**config.mk**
```make
export PLATFORM = sky130hd
export DESIGN_NAME = gacp_config_port
export DESIGN_NICKNAME = d
export VERILOG_FILES = /design/src/hdl/gacp_sync3.v /design/src/hdl/gacp_config_port.v
export VERILOG_INCLUDE_DIRS = /design/src /design/src/hdl
export SDC_FILE = /design/constraint.sdc
export NUM_CORES = 1
export LEC_CHECK = 0
export BUFFER_PORTS_ARGS = -buffer_cell sky130_fd_sc_hd__clkbuf_2
export CAP_MARGIN = 20
export CORE_AREA = 5 5 95 185
export CTS_BUF_LIST = sky130_fd_sc_hd__clkbuf_16
export DETAILED_ROUTE_END_ITERATION = 6
export DIE_AREA = 0 0 100 190
export PLACE_DENSITY = 0.69
export SYNTH_ARGS = -nofsm -noshare
export SYNTH_HDL_FRONTEND = slang
export SYNTH_SLANG_ARGS = --single-unit
export TNS_END_PERCENT = 5
```
**constraint.sdc**
```tcl
create_clock -name clk_sys -period 3.1 [get_ports clk_sys]
set_clock_uncertainty 0.1 [all_clocks]
set_input_delay 0.31 -clock clk_sys [delete_from_list [all_inputs] [get_ports clk_sys]]
set_output_delay 0.31 -clock clk_sys [all_outputs]
set_load 0.01 [all_outputs]
```
**src/hdl/gacp_regs.vh**
```
// Constants of the gate array configuration port
`ifndef GACP_REGS_VH
`define GACP_REGS_VH

// ********************
// Mode codes {zero, one, two}
// ********************
`define GACP_MODE_MSTSER 3'h0
`define GACP_MODE_MSTLO  3'h1
`define GACP_MODE_MSTHI  3'h3
`define GACP_MODE_PER   3'h5
`define GACP_MODE_SLV   3'h7

// ********************
// Top level states
// ********************
`define GACP_ST_RESET   2'h0
`define GACP_ST_CONFIG  2'h1
`define GACP_ST_WAIT    2'h2
`define GACP_ST_USER    2'h3

// ********************
// Parallel fetch phases
// ********************
`define GACP_PH_ADDR    2'h0
`define GACP_PH_READ    2'h1
`define GACP_PH_SHIFT   2'h2

// ********************
// Addresses, sizes, timing
// ********************
`define GACP_ADDR_LOW   16'h0000
`define GACP_ADDR_HIGH  16'hFFFF
`define GACP_CFG_BITS   16'h0400
`define GACP_SNAP_W     16
`define GACP_CLK_NS     40
`define GACP_MCLK_HALF_NS 160
// Half period in system cycles, sized to fit the divider
`define GACP_MCLK_HALF_CYC 8'h04

`endif

```
**src/hdl/gacp_sync3.v**
```verilog
// Three stage input synchroniser with agreement filter
`timescale 1ns/1ps
`default_nettype none

module gacp_sync3 #(
  parameter W = 1
) (
  input  wire         clk_sys, // System clock
  input  wire         nrst,    // Async reset, active low
  input  wire [W-1:0] rawIn,   // Asynchronous inputs
  output wire [W-1:0] fltOut   // Filtered, synchronous levels
);

  reg  [W-1:0] stage1_ff;
  reg  [W-1:0] stage2_ff;
  reg  [W-1:0] stage3_ff;
  reg  [W-1:0] flt_ff;
  wire [W-1:0] agree;

  // Stage one feeds stage two only
  assign agree  = ~(stage2_ff ^ stage3_ff);
  assign fltOut = flt_ff;

  always @(posedge clk_sys or negedge nrst) begin
    if (!nrst) begin
      stage1_ff <= {W{1'b0}};
      stage2_ff <= {W{1'b0}};
      stage3_ff <= {W{1'b0}};
      flt_ff    <= {W{1'b0}};
    end else begin
      stage1_ff <= rawIn;
      stage2_ff <= stage1_ff;
      stage3_ff <= stage2_ff;
      flt_ff    <= (stage3_ff & agree) | (flt_ff & ~agree);
    end
  end

endmodule

`default_nettype wire

```
**src/hdl/gacp_config_port.v**
```verilog
// Configuration port of a programmable gate array
`timescale 1ns/1ps
`default_nettype none
`include "gacp_regs.vh"

// Operation
// - Slave, master serial: one bit per rising clock
// - Forward chain data on serial output
// - Clock pin driven except in slave mode, and only while loading
// - User mode: clock, trigger, data for readback
// - Read strobe low expecting data, high otherwise
// - Master serial: read strobe clocks PROM
// - High and low outputs held while configuring
// - Pull-ups on during configuration only
// - Peripheral selected: both lows low, high high
// - Write strobe rise captures one bit
// - Address, data buses only in parallel modes
// - Master low: start 0000, increment
// - Keep fetching while done line low
// - Master high: start FFFF, decrement
// - Mode 111 loads as serial shift chain
// - Release done line when fully loaded
// - Serial input shares data bit zero pin
// - Mode pins latched at reset release
// - Open-drain done; user mode once line high
module gacp_config_port (
  input  wire        clk_sys,                  // System clock, 25 MHz
  input  wire        nrst,                     // Power-on reset, active low
  input  wire        resetPinN,                // Device reset pin, active low
  input  wire        modeSelectZeroIn,         // Mode pin zero / readback trigger
  input  wire        modeSelectOneIn,          // Mode pin one, input side
  output wire        modeSelectOneOut,         // Readback data out
  output wire        modeSelectOneOe,          // Readback data enable
  input  wire        modeSelectTwoIn,          // Mode pin two
  input  wire        configurationClockIn,     // Clock pin, input side
  output wire        configurationClockOut,    // Clock pin, output side
  output wire        configurationClockOe,     // Clock pin enable
  input  wire [7:0]  promDataBus,              // PROM data; bit 0 is serial in
  output wire        serialDataOut,            // Daisy chain data out
  output wire        readStrobeN,              // Read strobe, low = data expected
  input  wire        writeStrobeN,             // Peripheral write strobe
  input  wire        chipSelectLowAN,          // Chip select, active low
  input  wire        chipSelectLowBN,          // Chip select, active low
  input  wire        chipSelectHigh,           // Chip select, active high
  input  wire        doneIn,                   // Wired done line level
  output wire        doneOut,                  // Done drive value (low)
  output wire        doneOe,                   // Done pull-down enable
  output wire        highWhileConfiguringOut,  // High during configuration
  output wire        highWhileConfiguringOe,   // Enable while configuring
  output wire        lowWhileConfiguringOut,   // Low during configuration
  output wire        lowWhileConfiguringOe,    // Enable while configuring
  output wire        pullUpEn,                 // Spare pin pull-ups enable
  output wire [15:0] promAddressBus,           // PROM address
  output wire        promAddressOe,            // PROM address enable
  output wire        userClear,                // User flip-flop clear
  output wire        userActive                // Functional operation
);

  localparam [7:0] HALF_CYC = `GACP_MCLK_HALF_CYC;

  // ********************
  // Input synchronisers
  // ********************
  wire        sRst;
  wire        sClk;
  wire        sDone;
  wire        sWr;
  wire        sCsA;
  wire        sCsB;
  wire        sCsH;
  wire        sModeZero;
  wire        sModeOne;
  wire        sModeTwo;
  wire [7:0]  sData;
  wire        sDin;

  gacp_sync3 #(
    .W (18)
  ) i_gacp_sync3 (
    .clk_sys (clk_sys),
    .nrst    (nrst),
    .rawIn   ({resetPinN, configurationClockIn, doneIn, writeStrobeN,
                chipSelectLowAN, chipSelectLowBN, chipSelectHigh,
                modeSelectZeroIn, modeSelectOneIn, modeSelectTwoIn,
                promDataBus}),
    .fltOut  ({sRst, sClk, sDone, sWr, sCsA, sCsB, sCsH,
               sModeZero, sModeOne, sModeTwo, sData})
  );

  assign sDin = sData[0];

  // ********************
  // State
  // ********************
  reg  [1:0]  state_ff;
  reg  [2:0]  mode_ff;
  reg  [15:0] bitCnt_ff;
  reg  [15:0] addr_ff;
  reg  [1:0]  phase_ff;
  reg  [7:0]  byte_ff;
  reg  [2:0]  bitIdx_ff;
  reg  [15:0] snap_ff;
  reg  [15:0] rbShift_ff;
  reg         rbOut_ff;
  reg         rbOe_ff;
  reg         dout_ff;
  reg         rdStrobe_ff;
  reg         doneOe_ff;
  reg         confOn_ff;
  reg         confOff_ff;
  reg         addrOe_ff;
  reg         clkOe_ff;
  reg         userClear_ff;
  reg         userActive_ff;
  reg         prevClk_ff;
  reg         prevWr_ff;
  reg         prevTrig_ff;
  reg         prevRst_ff;
  reg  [7:0]  divCnt_ff;
  reg         genClk_ff;
  reg         nxt_bitValid;
  reg         nxt_bitVal;
  reg  [2:0]  nxt_mode;

  wire inLoad   = (state_ff == `GACP_ST_CONFIG) || (state_ff == `GACP_ST_WAIT);
  wire isPar    = (mode_ff == `GACP_MODE_MSTLO) || (mode_ff == `GACP_MODE_MSTHI);
  wire clkRise  = sClk & ~prevClk_ff;
  wire wrRise   = sWr & ~prevWr_ff;
  wire trigRise = sModeZero & ~prevTrig_ff;
  wire rstRise  = sRst & ~prevRst_ff;
  wire selected = ~sCsA & ~sCsB & sCsH;
  wire runGen   = inLoad & (mode_ff != `GACP_MODE_SLV);
  wire divEnd   = (divCnt_ff == HALF_CYC - 8'h01);
  wire genRise  = runGen & divEnd & ~genClk_ff;
  wire lastBit  = (bitCnt_ff == `GACP_CFG_BITS - 16'h0001);

  // ********************
  // Internal timer for driven modes
  // ********************
  always @(posedge clk_sys or negedge nrst) begin
    if (!nrst) begin
      divCnt_ff <= 8'h00;
      genClk_ff <= 1'b0;
    end else if (!runGen) begin
      divCnt_ff <= 8'h00;
      genClk_ff <= 1'b0;
    end else if (divEnd) begin
      divCnt_ff <= 8'h00;
      genClk_ff <= ~genClk_ff;
    end else begin
      divCnt_ff <= divCnt_ff + 8'h01;
    end
  end

  // ********************
  // Mode decode and bit source
  // ********************
  always @* begin
    case ({sModeZero, sModeOne, sModeTwo})
      `GACP_MODE_MSTSER: nxt_mode = `GACP_MODE_MSTSER;
      `GACP_MODE_MSTLO:  nxt_mode = `GACP_MODE_MSTLO;
      `GACP_MODE_MSTHI:  nxt_mode = `GACP_MODE_MSTHI;
      `GACP_MODE_PER: nxt_mode = `GACP_MODE_PER;
      default:        nxt_mode = `GACP_MODE_SLV;
    endcase
  end

  always @* begin
    nxt_bitValid = 1'b0;
    nxt_bitVal   = sDin;
    if (inLoad) begin
      case (mode_ff)
        `GACP_MODE_MSTSER: nxt_bitValid = genRise;
        `GACP_MODE_PER: nxt_bitValid = wrRise & selected;
        `GACP_MODE_MSTLO, `GACP_MODE_MSTHI: begin
          nxt_bitValid = genRise & (phase_ff == `GACP_PH_SHIFT);
          nxt_bitVal   = byte_ff[bitIdx_ff];
        end
        default: nxt_bitValid = clkRise;
      endcase
    end
  end

  // ********************
  // Sequencer
  // ********************
  always @(posedge clk_sys or negedge nrst) begin
    if (!nrst) begin
      state_ff      <= `GACP_ST_RESET;
      mode_ff       <= `GACP_MODE_SLV;
      bitCnt_ff     <= 16'h0000;
      addr_ff       <= `GACP_ADDR_LOW;
      phase_ff      <= `GACP_PH_ADDR;
      byte_ff       <= 8'h00;
      bitIdx_ff     <= 3'h0;
      snap_ff       <= 16'h0000;
      rbShift_ff    <= 16'h0000;
      rbOut_ff      <= 1'b0;
      rbOe_ff       <= 1'b0;
      dout_ff       <= 1'b1;
      rdStrobe_ff   <= 1'b1;
      doneOe_ff     <= 1'b1;
      confOn_ff     <= 1'b1;
      confOff_ff    <= 1'b0;
      addrOe_ff     <= 1'b0;
      clkOe_ff      <= 1'b0;
      userClear_ff  <= 1'b0;
      userActive_ff <= 1'b0;
      prevClk_ff    <= 1'b0;
      prevWr_ff     <= 1'b0;
      prevTrig_ff   <= 1'b0;
      prevRst_ff    <= 1'b0;
    end else begin
      prevClk_ff  <= sClk;
      prevWr_ff   <= sWr;
      prevTrig_ff <= sModeZero;
      prevRst_ff  <= sRst;

      // Pin roles follow the phase one cycle later
      confOn_ff     <= (state_ff != `GACP_ST_USER);
      // Drops with the line, so done never shows high while pulled low
      confOff_ff    <= (state_ff == `GACP_ST_USER) & sDone;
      addrOe_ff     <= inLoad & isPar;
      clkOe_ff      <= runGen;
      rbOe_ff       <= (state_ff == `GACP_ST_USER);
      userActive_ff <= (state_ff == `GACP_ST_USER);
      userClear_ff  <= (state_ff == `GACP_ST_USER) & ~sRst;

      // Parallel fetch: address moves only while strobe is high
      if (inLoad && isPar && genRise) begin
        case (phase_ff)
          `GACP_PH_ADDR: begin
            rdStrobe_ff <= 1'b0;
            phase_ff    <= `GACP_PH_READ;
          end
          `GACP_PH_READ: begin
            byte_ff     <= sData;
            rdStrobe_ff <= 1'b1;
            bitIdx_ff   <= 3'h0;
            phase_ff    <= `GACP_PH_SHIFT;
          end
          `GACP_PH_SHIFT: begin
            bitIdx_ff <= bitIdx_ff + 3'h1;
            if (bitIdx_ff == 3'h7) begin
              phase_ff <= `GACP_PH_ADDR;
              if (mode_ff == `GACP_MODE_MSTHI)
                addr_ff <= addr_ff - 16'h0001;
              else
                addr_ff <= addr_ff + 16'h0001;
            end
          end
          default: phase_ff <= `GACP_PH_ADDR;
        endcase
      end else if (inLoad && (mode_ff == `GACP_MODE_MSTSER)) begin
        // PROM clock rises mid-cycle so data is settled at our edge
        rdStrobe_ff <= ~genClk_ff;
      end

      case (state_ff)
        `GACP_ST_RESET: begin
          if (rstRise) begin
            mode_ff     <= nxt_mode;
            state_ff    <= `GACP_ST_CONFIG;
            bitCnt_ff   <= 16'h0000;
            phase_ff    <= `GACP_PH_ADDR;
            rdStrobe_ff <= 1'b1;
            dout_ff     <= 1'b1;
            doneOe_ff   <= 1'b1;
            if (nxt_mode == `GACP_MODE_MSTHI)
              addr_ff <= `GACP_ADDR_HIGH;
            else
              addr_ff <= `GACP_ADDR_LOW;
          end
        end
        `GACP_ST_CONFIG: begin
          if (nxt_bitValid) begin
            bitCnt_ff <= bitCnt_ff + 16'h0001;
            snap_ff   <= {snap_ff[14:0], nxt_bitVal};
            if (lastBit) begin
              state_ff  <= `GACP_ST_WAIT;
              doneOe_ff <= 1'b0;
            end
          end
        end
        `GACP_ST_WAIT: begin
          // Own load done; pass later bits down the chain
          if (nxt_bitValid)
            dout_ff <= nxt_bitVal;
          if (sDone) begin
            state_ff    <= `GACP_ST_USER;
            rdStrobe_ff <= 1'b1;
          end
        end
        `GACP_ST_USER: begin
          if (trigRise)
            rbShift_ff <= snap_ff;
          else if (clkRise) begin
            rbOut_ff   <= rbShift_ff[15];
            rbShift_ff <= {rbShift_ff[14:0], 1'b0};
          end
          // Line pulled low from outside asks for a fresh load
          if (!sDone) begin
            state_ff    <= `GACP_ST_CONFIG;
            bitCnt_ff   <= 16'h0000;
            phase_ff    <= `GACP_PH_ADDR;
            dout_ff     <= 1'b1;
            doneOe_ff   <= 1'b1;
            if (mode_ff == `GACP_MODE_MSTHI)
              addr_ff <= `GACP_ADDR_HIGH;
            else
              addr_ff <= `GACP_ADDR_LOW;
          end
        end
        default: state_ff <= `GACP_ST_RESET;
      endcase

      // Reset pin aborts any load, but not user operation
      if (!sRst && (state_ff != `GACP_ST_USER)) begin
        state_ff    <= `GACP_ST_RESET;
        doneOe_ff   <= 1'b1;
        rdStrobe_ff <= 1'b1;
      end
    end
  end

  // ********************
  // Outputs
  // ********************
  assign modeSelectOneOut        = rbOut_ff;
  assign modeSelectOneOe         = rbOe_ff;
  assign configurationClockOut   = genClk_ff;
  assign configurationClockOe    = clkOe_ff;
  assign serialDataOut           = dout_ff;
  assign readStrobeN             = rdStrobe_ff;
  assign doneOut                 = confOff_ff;
  assign doneOe                  = doneOe_ff;
  assign highWhileConfiguringOut = confOn_ff;
  assign highWhileConfiguringOe  = confOn_ff;
  assign lowWhileConfiguringOut  = confOff_ff;
  assign lowWhileConfiguringOe   = confOn_ff;
  assign pullUpEn                = confOn_ff;
  assign promAddressBus          = addr_ff;
  assign promAddressOe           = addrOe_ff;
  assign userClear               = userClear_ff;
  assign userActive              = userActive_ff;

endmodule

`default_nettype wire

```
==> impl_metrics.ini <==
[worst_setup_path]
crit_path_max_fanout = 9
critical_path_class = register to register
crit_chain = nand3b_1, xnor2_1, ha_1, nand4_1, or3_1, or4_1, o31a_1, o311ai_1
crit_path_end_kind = register
rr_worst_depth = 8
critPathMaxStageDelay_ns = 0.61
r2r_end = promAddressBus[14]
rr_startpoint = mode_ff[1]
rrSetupSlack_ns = 0.32
crit_path_top_delay_cell = dfstp_2
required_ns = 3.32
critPathArrivalTime_ns = 3.00
cp-start-kind = register

[yosys]
syn-num-nets = 706
synth_commonest_cells = 170 x dfrtp_1, 63 x nand2_1, 36 x o21ai_0, 31 x nor2_1, 30 x nand3_1
yosys-mux-area-fraction = 0.0840
synth_seq_cells = 177
synthAdderAreaFrac = 0.0455
synthArstFlopShare = 1.00
synth_flop_cell = dfrtp_1
synth.most_common_cell = dfrtp_1
synth.area.top_cells = dfrtp_1 55%, mux2i_1 3.6%, nand2_1 3.0%, dfstp_2 2.4%, maj3_1 2.3%
syn_area_per_cell_um2 = 11.6
synth.largest_area_cell = dfrtp_1
syn-cell-area_um2 = 7800
synth_xor_area_frac = 0.0168
syn_inst = 672
synth_enable_flop_cells = 0
synth-simple-area-share = 0.155
seq_area_frac_synth = 0.569
yosys_warnings = 0
synth-compound-area-share = 0.100
synth_cell_type_count = 68
synth_top_family_by_area = simple AND/OR/NAND/NOR gates
synth.top_cell.area_share = 0.545

[clock_tree]
h-tree-depth = 4
cts_buffers = 17
cts_sinks = 177
cts.path.max_buffers = 2
cts_tree = yes
clk_latency_ns = 0.43
clockRootBuffer = clkbuf_16
cts.clk_slew.worst_paths_ns = 0.07

[final_layout]
area_growth_pct = 16.1
post-route-util = 0.562
final_cells = 958
fill_cells = 1348
diodes = 0
final_nets = 775
drive_gt1_frac = 0.190

[placement]
place_ws_ns = 0.400
portBuffers = 51
dpl.cell_count = 907
dp.final_hpwl_mm = 11.1
gp_congestion = 0.909

[floorplanning]
pin_count = 52
start_util = 0.485
rows = 66
fp.dieW_um = 100
coreArea_um2 = 16100
die_area_um2 = 19000
die_y_um = 190

[worst_hold_path]
min_from = i_gacp_sync3.stage1_ff[4]
holdPathStages = 0
min_path_type = register to register
min_to = i_gacp_sync3.stage2_ff[4]

[global_route]
overflow = 0
antenna_found_initial = 0
track_usage = 0.182
grt_max_degree = 76
grt_pass1_vias = 5652
grt_pass1_wl_mm = 27.8

[timing]
period_share = 0.896
rsz0062_at_grt = false
finalSetupViolCount = 0
setup_tns_ns = 0
post-route-min-period_ns = 2.78
hold_violations = 0
max_freq_mhz = 360
worst_pin_slew_ns = 0.668
slew_violations = 0
slew-limit-headroom = 0.555
fin_ws_ns = 0.323

[power_and_ir_drop]
power_w = 0.00681
power.leakage_nw = 4.00
power_per_cell_area_nw_per_um2 = 752
ir_drop_v = 0.000424

[route]
wl_mm = 16.1
drc = 0
drtIter0Drc = 266
vias_per_cell = 5.66
postRouteAntennaNets = 0
firstDrtPassIters = 5
vias = 5420
wl_per_cell_um = 16.8

[job]
maxCapViolCount = 0

[outcome]
status = finished, final reports clean
[cells by family after synthesis]
kind of cell | count (synthesis)
AOI/OAI and AO/OA | 120
xor gates and xnor gates | 15
muxes | 56
and+or+nand+nor | 222
buffers and inverters | 50
DFF | 177
adders and majority gates | 32
[routing by layer]
metal  share of wire  up-vias  track usage
met2            0.52      135        0.305
met5               0        -            0
li1                -     2569            -
met4           0.022        0       0.0752
met3           0.043       24       0.0316
met1            0.42     2692        0.233
[repair_timing]
action	4_1_cts	5_1_grt
hold buffers	19	0
endpoints found under the hold margin	90	0
gates resized for setup	0	0
buffers inserted	0	0
[stage by stage]
step	instance area [um2]	hold WS [ns]
5_1_grt	9050	0.257
2_1_floorplan	7800	-0.0856
3_3_place_gp	8270	0.234
3_5_place_dp	8270	0.235
4_1_cts	9050	0.245
6_report	9050	0.247
[final cells by class]
type	instances	area [um2]	area share
Clock inverter	15	174	0.0192
Sequential cell	177	4440	0.490
Clock buffer	17	425	0.0470
Timing Repair Buffer	84	569	0.0629
Inverter	16	60.1	0.00663
Multi-Input combinational cell	445	3130	0.346
Tap cell	204	255	0.0282
[cell usage in the layout (no fill, tap or decap), types with 9 or more instances in the layout]
cell           Yosys  routed
nor2_1            31      31
clkbuf_16          0      17
nand3_1           30      30
clkbuf_2           0      50
a21oi_1           25      25
nand2_1           63      63
dfrtp_1          170     170
nand2b_1          11      11
inv_1             16      17
nand4_1           14      14
dlygate4sd3_1      0      19
mux2_2            15      15
maj3_1            18      18
ha_1              14      14
mux2_4            10      10
xnor2_1            9       9
buf_4              5      13
o21ai_0           36      35
mux2i_1           28      28
nor4_1            11      11
[worst max-delay path, delay by kind of cell (launching register included)]
kind	cells	cell delay [ns]
AO/OA/AOI/OAI	2	0.34
XOR/XNOR	1	0.17
adder cells (fa/ha/maj)	1	0.24
flip-flops	1	0.61
AND/OR/NAND/NOR	4	1.20
[worst max-delay path by stage]
stage | startpoint | end | cells past startpoint
4_1_cts | mode_ff[1] | promAddressBus[14] | 8
2_1_floorplan | mode_ff[2] | promAddressBus[14] | 10
5_1_grt | mode_ff[1] | promAddressBus[14] | 8
6_report | mode_ff[1] | promAddressBus[14] | 8
3_3_place_gp | mode_ff[2] | promAddressBus[14] | 8
3_5_place_dp | mode_ff[2] | promAddressBus[12] | 8
[power breakdown]
group | internal [W] | switching [W]
registers | 0.00256 | 0.000297
clock network | 0.00122 | 0.000965
logic | 0.000655 | 0.00111
Note: power is estimated with default switching activity, not from simulation.
